**config.mk**
```make
export PLATFORM = sky130hd
export DESIGN_NAME = period_timer
export DESIGN_NICKNAME = d
export VERILOG_FILES = /design/src/common/period_timer_pkg.sv /design/src/rtl/period_timer.sv
export SDC_FILE = /design/constraint.sdc
export NUM_CORES = 1
export LEC_CHECK = 0
export ABC_AREA = 1
export BUFFER_PORTS_ARGS = -buffer_cell sky130_fd_sc_hd__buf_4
export CAP_MARGIN = 0
export CELL_PAD_IN_SITES_DETAIL_PLACEMENT = 1
export CELL_PAD_IN_SITES_GLOBAL_PLACEMENT = 2
export CORE_MARGIN = 5
export CORE_UTILIZATION = 28
export CTS_CLUSTER_SIZE = 14
export DETAILED_ROUTE_END_ITERATION = 10
export PLACE_DENSITY_LB_ADDON = 0.1
export SYNTH_ARGS = -nofsm -noshare
export SYNTH_HDL_FRONTEND = slang
export SYNTH_SLANG_ARGS = --single-unit
```
**constraint.sdc**
```tcl
create_clock -name mclk -period 1.3 [get_ports mclk]
set_input_delay 0.065 -clock mclk [delete_from_list [all_inputs] [get_ports mclk]]
set_output_delay 0.065 -clock mclk [all_outputs]
set_load 0.01 [all_outputs]
```
**src/common/period_timer_pkg.sv**
```systemverilog
/*
 * Package for the 8-bit period timer: register offsets, field positions,
 * reset values, the register-port struct and the prescale codes.
 * Assumes a byte-wide register port and one clock domain.
 */
package period_timer_pkg;
    // Register offsets on the plain register port
    localparam logic [7:0] tick_counter_off = 8'h11;
    localparam logic [7:0] timer_control_off = 8'h12;
    localparam logic [7:0] period_limit_off = 8'h92;
    localparam logic [7:0] irq_status_off = 8'h0c;
    localparam logic [7:0] irq_mask_off = 8'h8c;
    // Control field positions
    localparam int presc_lsb = 0;
    localparam int run_bit = 2;
    localparam int posts_lsb = 3;
    // Status and mask bit position of the period match flag
    localparam int match_flag_bit = 1;
    // Writable bits of the control register and of status and mask
    localparam logic [7:0] control_wmask = 8'h7f;
    localparam logic [7:0] status_wmask = 8'h02;
    // Reset values
    localparam logic [7:0] control_rst = 8'h00;
    localparam logic [7:0] counter_rst = 8'h00;
    localparam logic [7:0] period_rst = 8'hff;
    localparam logic [7:0] status_rst = 8'h00;
    localparam logic [7:0] mask_rst = 8'h00;
    // Prescale codes
    localparam logic [1:0] presc_div1 = 2'h0;
    localparam logic [1:0] presc_div4 = 2'h1;
    // Prescaler terminal counts
    localparam logic [3:0] presc_top1 = 4'h0;
    localparam logic [3:0] presc_top4 = 4'h3;
    localparam logic [3:0] presc_top16 = 4'hf;

    // Register port request
    typedef struct packed {
        logic [7:0] addr;
        logic [7:0] wdata;
        logic wr;
        logic rd;
    } reg_req_t;
endpackage

```
**src/rtl/period_timer.sv**
```systemverilog
/*
 * Period timer: prescaler, 8-bit counter with period register,
 * 4-bit postscaler, sticky match flag with mask and interrupt output.
 * Assumes the register master keeps strobes one cycle long and never
 * raises read and write together; instruction-cycle tick comes in.
 */
// Functional notes
// RULE_01 - Count up, wrap to zero after period match
// RULE_02 - Counter readable, writable, reset to zero
// RULE_03 - Instruction tick prescaled by 1, 4, 16
// RULE_04 - Period register read/write, resets all ones
// RULE_05 - Postscaled matches set interrupt flag bit one
// RULE_06 - Postscale ratio is field value plus one
// RULE_07 - Run bit clear stops counting
// RULE_08 - Counter/control write or reset clears scalers
// RULE_09 - Control write keeps counter value
// RULE_10 - Raw match offered to serial port
// RULE_11 - Raw match offered to PWM time base
module period_timer (
    input wire logic mclk,
    input wire logic srst,
    input wire logic inst_tick,
    input wire period_timer_pkg::reg_req_t req,
    output logic [7:0] rdata,
    output logic irq,
    output logic serial_shift_tick,
    output logic pwm_period_tick
);
    logic [7:0] control_r;
    logic [7:0] counter_r;
    logic [7:0] period_r;
    logic [7:0] status_r;
    logic [7:0] mask_r;
    logic [3:0] presc_r;
    logic [3:0] posts_r;
    logic wr_counter;
    logic wr_control;
    logic wr_period;
    logic wr_status;
    logic wr_mask;
    logic [1:0] presc_sel;
    logic [3:0] posts_sel;
    logic timer_run;
    logic [3:0] presc_top;
    logic count_tick;
    logic match;
    logic post_fire;
    logic match_r;

    // Address decode of write strobes
    assign wr_counter = req.wr && req.addr == period_timer_pkg::tick_counter_off;
    assign wr_control = req.wr && req.addr == period_timer_pkg::timer_control_off;
    assign wr_period = req.wr && req.addr == period_timer_pkg::period_limit_off;
    assign wr_status = req.wr && req.addr == period_timer_pkg::irq_status_off;
    assign wr_mask = req.wr && req.addr == period_timer_pkg::irq_mask_off;

    // Control fields
    assign presc_sel = control_r[period_timer_pkg::presc_lsb +: 2];
    assign posts_sel = control_r[period_timer_pkg::posts_lsb +: 4];
    assign timer_run = control_r[period_timer_pkg::run_bit];

    // Prescaler terminal count from select
    always_comb begin
        case (presc_sel)
            period_timer_pkg::presc_div1: presc_top = period_timer_pkg::presc_top1; // RULE_03
            period_timer_pkg::presc_div4: presc_top = period_timer_pkg::presc_top4;
            default: presc_top = period_timer_pkg::presc_top16;
        endcase
    end

    // Counter advances once per prescaled tick while running
    assign count_tick = timer_run && inst_tick && presc_r == presc_top; // RULE_07
    assign match = count_tick && counter_r == period_r; // RULE_01
    assign post_fire = match && posts_r == posts_sel; // RULE_06

    // Control register
    always_ff @(posedge mclk) begin
        if (srst) begin
            control_r <= period_timer_pkg::control_rst;
        end else if (wr_control) begin
            control_r <= req.wdata & period_timer_pkg::control_wmask;
        end
    end

    // Period register
    always_ff @(posedge mclk) begin
        if (srst) begin
            period_r <= period_timer_pkg::period_rst; // RULE_04
        end else if (wr_period) begin
            period_r <= req.wdata; // RULE_04
        end
    end

    // Prescaler, cleared by counter or control write
    always_ff @(posedge mclk) begin
        if (srst || wr_counter || wr_control) begin
            presc_r <= 4'h0; // RULE_08
        end else if (timer_run && inst_tick) begin
            if (presc_r == presc_top) begin
                presc_r <= 4'h0;
            end else begin
                presc_r <= presc_r + 4'h1; // RULE_03
            end
        end
    end

    // Counter; control writes leave it alone
    always_ff @(posedge mclk) begin
        if (srst) begin
            counter_r <= period_timer_pkg::counter_rst; // RULE_02
        end else if (wr_counter) begin
            counter_r <= req.wdata; // RULE_02
        end else if (match) begin
            counter_r <= 8'h00; // RULE_01
        end else if (count_tick) begin
            counter_r <= counter_r + 8'h01; // RULE_09
        end
    end

    // Postscaler counts matches
    always_ff @(posedge mclk) begin
        if (srst || wr_counter || wr_control) begin
            posts_r <= 4'h0; // RULE_08
        end else if (match) begin
            if (post_fire) begin
                posts_r <= 4'h0;
            end else begin
                posts_r <= posts_r + 4'h1; // RULE_05
            end
        end
    end

    // Sticky flag; set wins over write-one-to-clear
    always_ff @(posedge mclk) begin
        if (srst) begin
            status_r <= period_timer_pkg::status_rst;
        end else begin
            status_r[period_timer_pkg::match_flag_bit] <=
                post_fire || (status_r[period_timer_pkg::match_flag_bit] &&
                !(wr_status &&
                req.wdata[period_timer_pkg::match_flag_bit])); // RULE_05
        end
    end

    // Interrupt mask
    always_ff @(posedge mclk) begin
        if (srst) begin
            mask_r <= period_timer_pkg::mask_rst;
        end else if (wr_mask) begin
            mask_r <= req.wdata & period_timer_pkg::status_wmask;
        end
    end

    // Registered match pulse for serial port and PWM
    always_ff @(posedge mclk) begin
        if (srst) begin
            match_r <= 1'b0;
        end else begin
            match_r <= match;
        end
    end
    assign serial_shift_tick = match_r; // RULE_10
    assign pwm_period_tick = match_r; // RULE_11
    assign irq = |(status_r & mask_r);

    // Read data, one cycle after the strobe, zero otherwise
    always_ff @(posedge mclk) begin
        if (srst || !req.rd) begin
            rdata <= 8'h00;
        end else begin
            case (req.addr)
                period_timer_pkg::tick_counter_off: rdata <= counter_r; // RULE_02
                period_timer_pkg::timer_control_off: rdata <= control_r;
                period_timer_pkg::period_limit_off: rdata <= period_r;
                period_timer_pkg::irq_status_off: rdata <= status_r;
                period_timer_pkg::irq_mask_off: rdata <= mask_r;
                default: rdata <= 8'h00;
            endcase
        end
    end

    // Flag bit view used by the checks below
    logic period_match_flag;
    assign period_match_flag = status_r[period_timer_pkg::match_flag_bit];
endmodule

```
==> flow_metrics.env <==
export IMPL_io_pins=32
export IMPL_hpwlAfterDp_mm=6.64
export IMPL_die_y_um=104
export IMPL_ys_ff_latch=42
export IMPL_worst_slew_pin_slew_ns=0.358
export IMPL_path_clk_slew_ns=0.09
export IMPL_grt_max_degree=23
export IMPL_setup_slack_ns=-0.000975
export IMPL_hold_path_end="period_r[0]$_SDFFE_PP1P_"
export IMPL_synthTopCellsByArea="dfxtp_1 34%, nand2_1 17%, inv_1 7.8%"
export IMPL_clk_latency_ns=0.30
export IMPL_cellPowerDensity_nw_per_um2=681
export IMPL_initial_core_util=0.287
export IMPL_io_buffers=31
export IMPL_root_buffer="clkbuf_8"
export IMPL_rr_startpoint="counter_r[0]$_SDFFE_PP0P_"
export IMPL_synthesis_nets=399
export IMPL_numCtsBuffers=5
export IMPL_path_max_fanout=6
export IMPL_skew_ns=0.00589
export IMPL_gp_congestion=0.779
export IMPL_grt_pass1_wl_mm=14.1
export IMPL_cp_arrival_ns=1.54
export IMPL_coreArea_sq_um=8680
export IMPL_cap_violations=0
export IMPL_ff2ff_path_depth=8
export IMPL_synth_most_common_cell="nand2_1"
export IMPL_ant_nets=0
export IMPL_worstHoldStart="req[2]"
export IMPL_timing_rr_end="posts_r[2]$_SDFFE_PP0N_"
export IMPL_fin_util=0.431
export IMPL_grt_ovfl_total=0
export IMPL_synth_area_sq_um=2490
export IMPL_cts_htree_levels=2
export IMPL_endpoint_kind="flip-flop"
export IMPL_cts_sinks=42
export IMPL_synth_top_cells_by_count="115 x nand2_1, 52 x inv_1, 42 x dfxtp_1"
export IMPL_antenna_found_initial=0
export IMPL_synth_async_reset_ratio=0
export IMPL_drt_pass1_iter_count=4
export IMPL_period_needed_ns=1.30
export IMPL_synthFlopType="dfxtp_1"
export IMPL_hold_ws_ns=0.0108
export IMPL_reg2reg_setup_slack_ns=-0.001
export IMPL_grt_pass1_vias=2747
export IMPL_setup_worst_path_start_class="flip-flop"
export IMPL_seq_area_frac_synth=0.338
export IMPL_cts_buffer_depth=2
export IMPL_hold_depth=3
export IMPL_period_share=1.00
export IMPL_wire_per_inst_um=14.6
export IMPL_wl_mm=8.55
export IMPL_hp_class="input pin to flip-flop"
export IMPL_drcViolationCount=0
export IMPL_drv_slew=0
export IMPL_final_nets=500
export IMPL_ys_warn_count=0
export IMPL_synth_cells=375
export IMPL_place_ws_ns=-0.167
export IMPL_max_freq_mhz=769
export IMPL_finalSetupViolations=1
export IMPL_tritoncts="done"
export IMPL_critical_path_class="flip-flop to flip-flop"
export IMPL_synth_edf_count=0
export IMPL_finalHoldViolCount=0
export IMPL_p_leak_nw=1.86
export IMPL_row_count=34
export IMPL_fin_setup_tns_ns=-0.000975
export IMPL_avgSynthCellArea_sq_um=6.63
export IMPL_fp_dieW_um=104
export IMPL_status="finished, violations left"
export IMPL_initialDrtViolationCount=56
export IMPL_synth_top_cell_by_area="dfxtp_1"
export IMPL_yosys_cell_types_count=34
export IMPL_required_ns=1.54
export IMPL_slew_headroom=0.759
export IMPL_fp_dieArea_sq_um=10900
export IMPL_syn_to_final_growth_pct=50.4
export IMPL_num_vias=2688
export IMPL_final_cell_count_no_fill=585
export IMPL_viasPerCell=4.59
export IMPL_violations="setup timing"
export IMPL_yosys_area_top_type_share=0.338
export IMPL_track_usage=0.160
export IMPL_drive_above_1_share=0.409
export IMPL_dp_cells=568
export IMPL_insertedDiodeCount=0
export IMPL_peakVddDrop_mv=0.391
export IMPL_grt_setup_unrepaired="yes"
area by class of cell:
class / count / area (sq um)
multi-input combinational: 262 / 1500
clock buffer: 5 / 68.8
sequential: 42 / 885
clock inverter: 3 / 45.0
timing repair buffer: 103 / 852
inverter: 62 / 251
tap: 108 / 135
fill: 1129 / 4940
cells by family (layout without fill, tap and decap cells):
family                     count (synthesis)  in the layout  share of synthesized area
buffers and inverters                     71            173                      0.121
xor gates and xnor gates                  14             14                     0.0493
adders and majority gates                  3              3                     0.0151
DFF                                       42             42                      0.338
AOI/OAI and AO/OA                         54             54                      0.123
and+or+nand+nor                          191            191                      0.354
timing repair:
action / 4_1_cts / 5_1_grt
gates resized for setup: 22 / 65
setup endpoints to repair: 14 / 16
pin swaps: 7 / 19
setup buffers: 0 / 5
hold buffers: 4 / 0
endpoints found under the hold margin: 4 / 0
stage by stage:
step,total power [W],area [sq um]
finish,0.00255,3740
detailed placement,0.00149,3320
floorplan,0.00138,2490
global placement,0.00149,3320
CTS,0.00261,3520
global route,0.00265,3740
how the worst max path moves through the flow:
stage,end,start,slack (ns),cells after the start
after detailed placement,posts_r[3]$_SDFFE_PP0N_,period_r[5]$_SDFFE_PP1P_,-0.17,9
final,posts_r[2]$_SDFFE_PP0N_,counter_r[0]$_SDFFE_PP0P_,-0.001,8
after CTS,counter_r[3]$_SDFFE_PP0P_,counter_r[1]$_SDFFE_PP0P_,-0.009,8
after global routing,posts_r[2]$_SDFFE_PP0N_,period_r[5]$_SDFFE_PP1P_,-0.1,8
after global placement,counter_r[5]$_SDFFE_PP0P_,counter_r[2]$_SDFFE_PP0P_,-0.15,9
after floorplan,posts_r[0]$_SDFFE_PP0N_,counter_r[0]$_SDFFE_PP0P_,0.08,9
flip-flops by register name, indices dropped and copies added, names as in the netlist:
| register | count |
|---|---|
| counter_r | 8 |
| rdata | 8 |
| pwm_period_tick | 1 |
| status_r | 1 |
| presc_r | 4 |
| control_r | 7 |
| posts_r | 4 |
| mask_r | 1 |
| period_r | 8 |
cells in the final DEF, fill, tap and decap left out, types with 3 or more instances in the layout:
cell,Yosys,routed
nand2_1,115,93
buf_4,2,91
inv_1,52,49
a21oi_1,29,27
nand2_2,2,22
nor2_1,30,21
dfxtp_1,42,21
nand4_1,15,15
nand3_1,18,15
dfxtp_2,0,14
xor2_1,12,11
inv_2,8,8
o21ai_1,7,7
dfxtp_4,0,7
nor2_2,1,6
o21ai_0,6,6
nor2_4,2,6
a21oi_2,3,5
clkbuf_8,0,5
nand2_4,2,4
o221ai_1,4,4
dlygate4sd3_1,0,4
buf_12,0,4
o22ai_1,3,3
nand3_2,0,3
buf_6,2,3
report_power, final:
| group | switching, W | total [W] | internal [W] |
|---|---|---|---|
| sequential | 0.00000143 | 0.00127 | 0.00127 |
| clock | 0.000519 | 0.00109 | 0.000572 |
| combinational | 0.0000975 | 0.000182 | 0.0000850 |
layer usage:
layer | up-vias | part of all wire | GRT usage
met5 | - | 0 | 0
met4 | 0 | 0.018 | 0.0472
met3 | 11 | 0.023 | 0.0255
met2 | 33 | 0.48 | 0.265
met1 | 1251 | 0.48 | 0.214
li1 | 1393 | - | -
worst max-delay path, stage by stage (launching register included):
cell     delay, ns
dfxtp_4       0.41
inv_4         0.06
nand2_2       0.06
nand2_2       0.06
nor2_4        0.11
nand2_2       0.07
nor2_4        0.18
nand4_1       0.15
a21oi_1       0.15
Power figures use the tool's default switching activity.
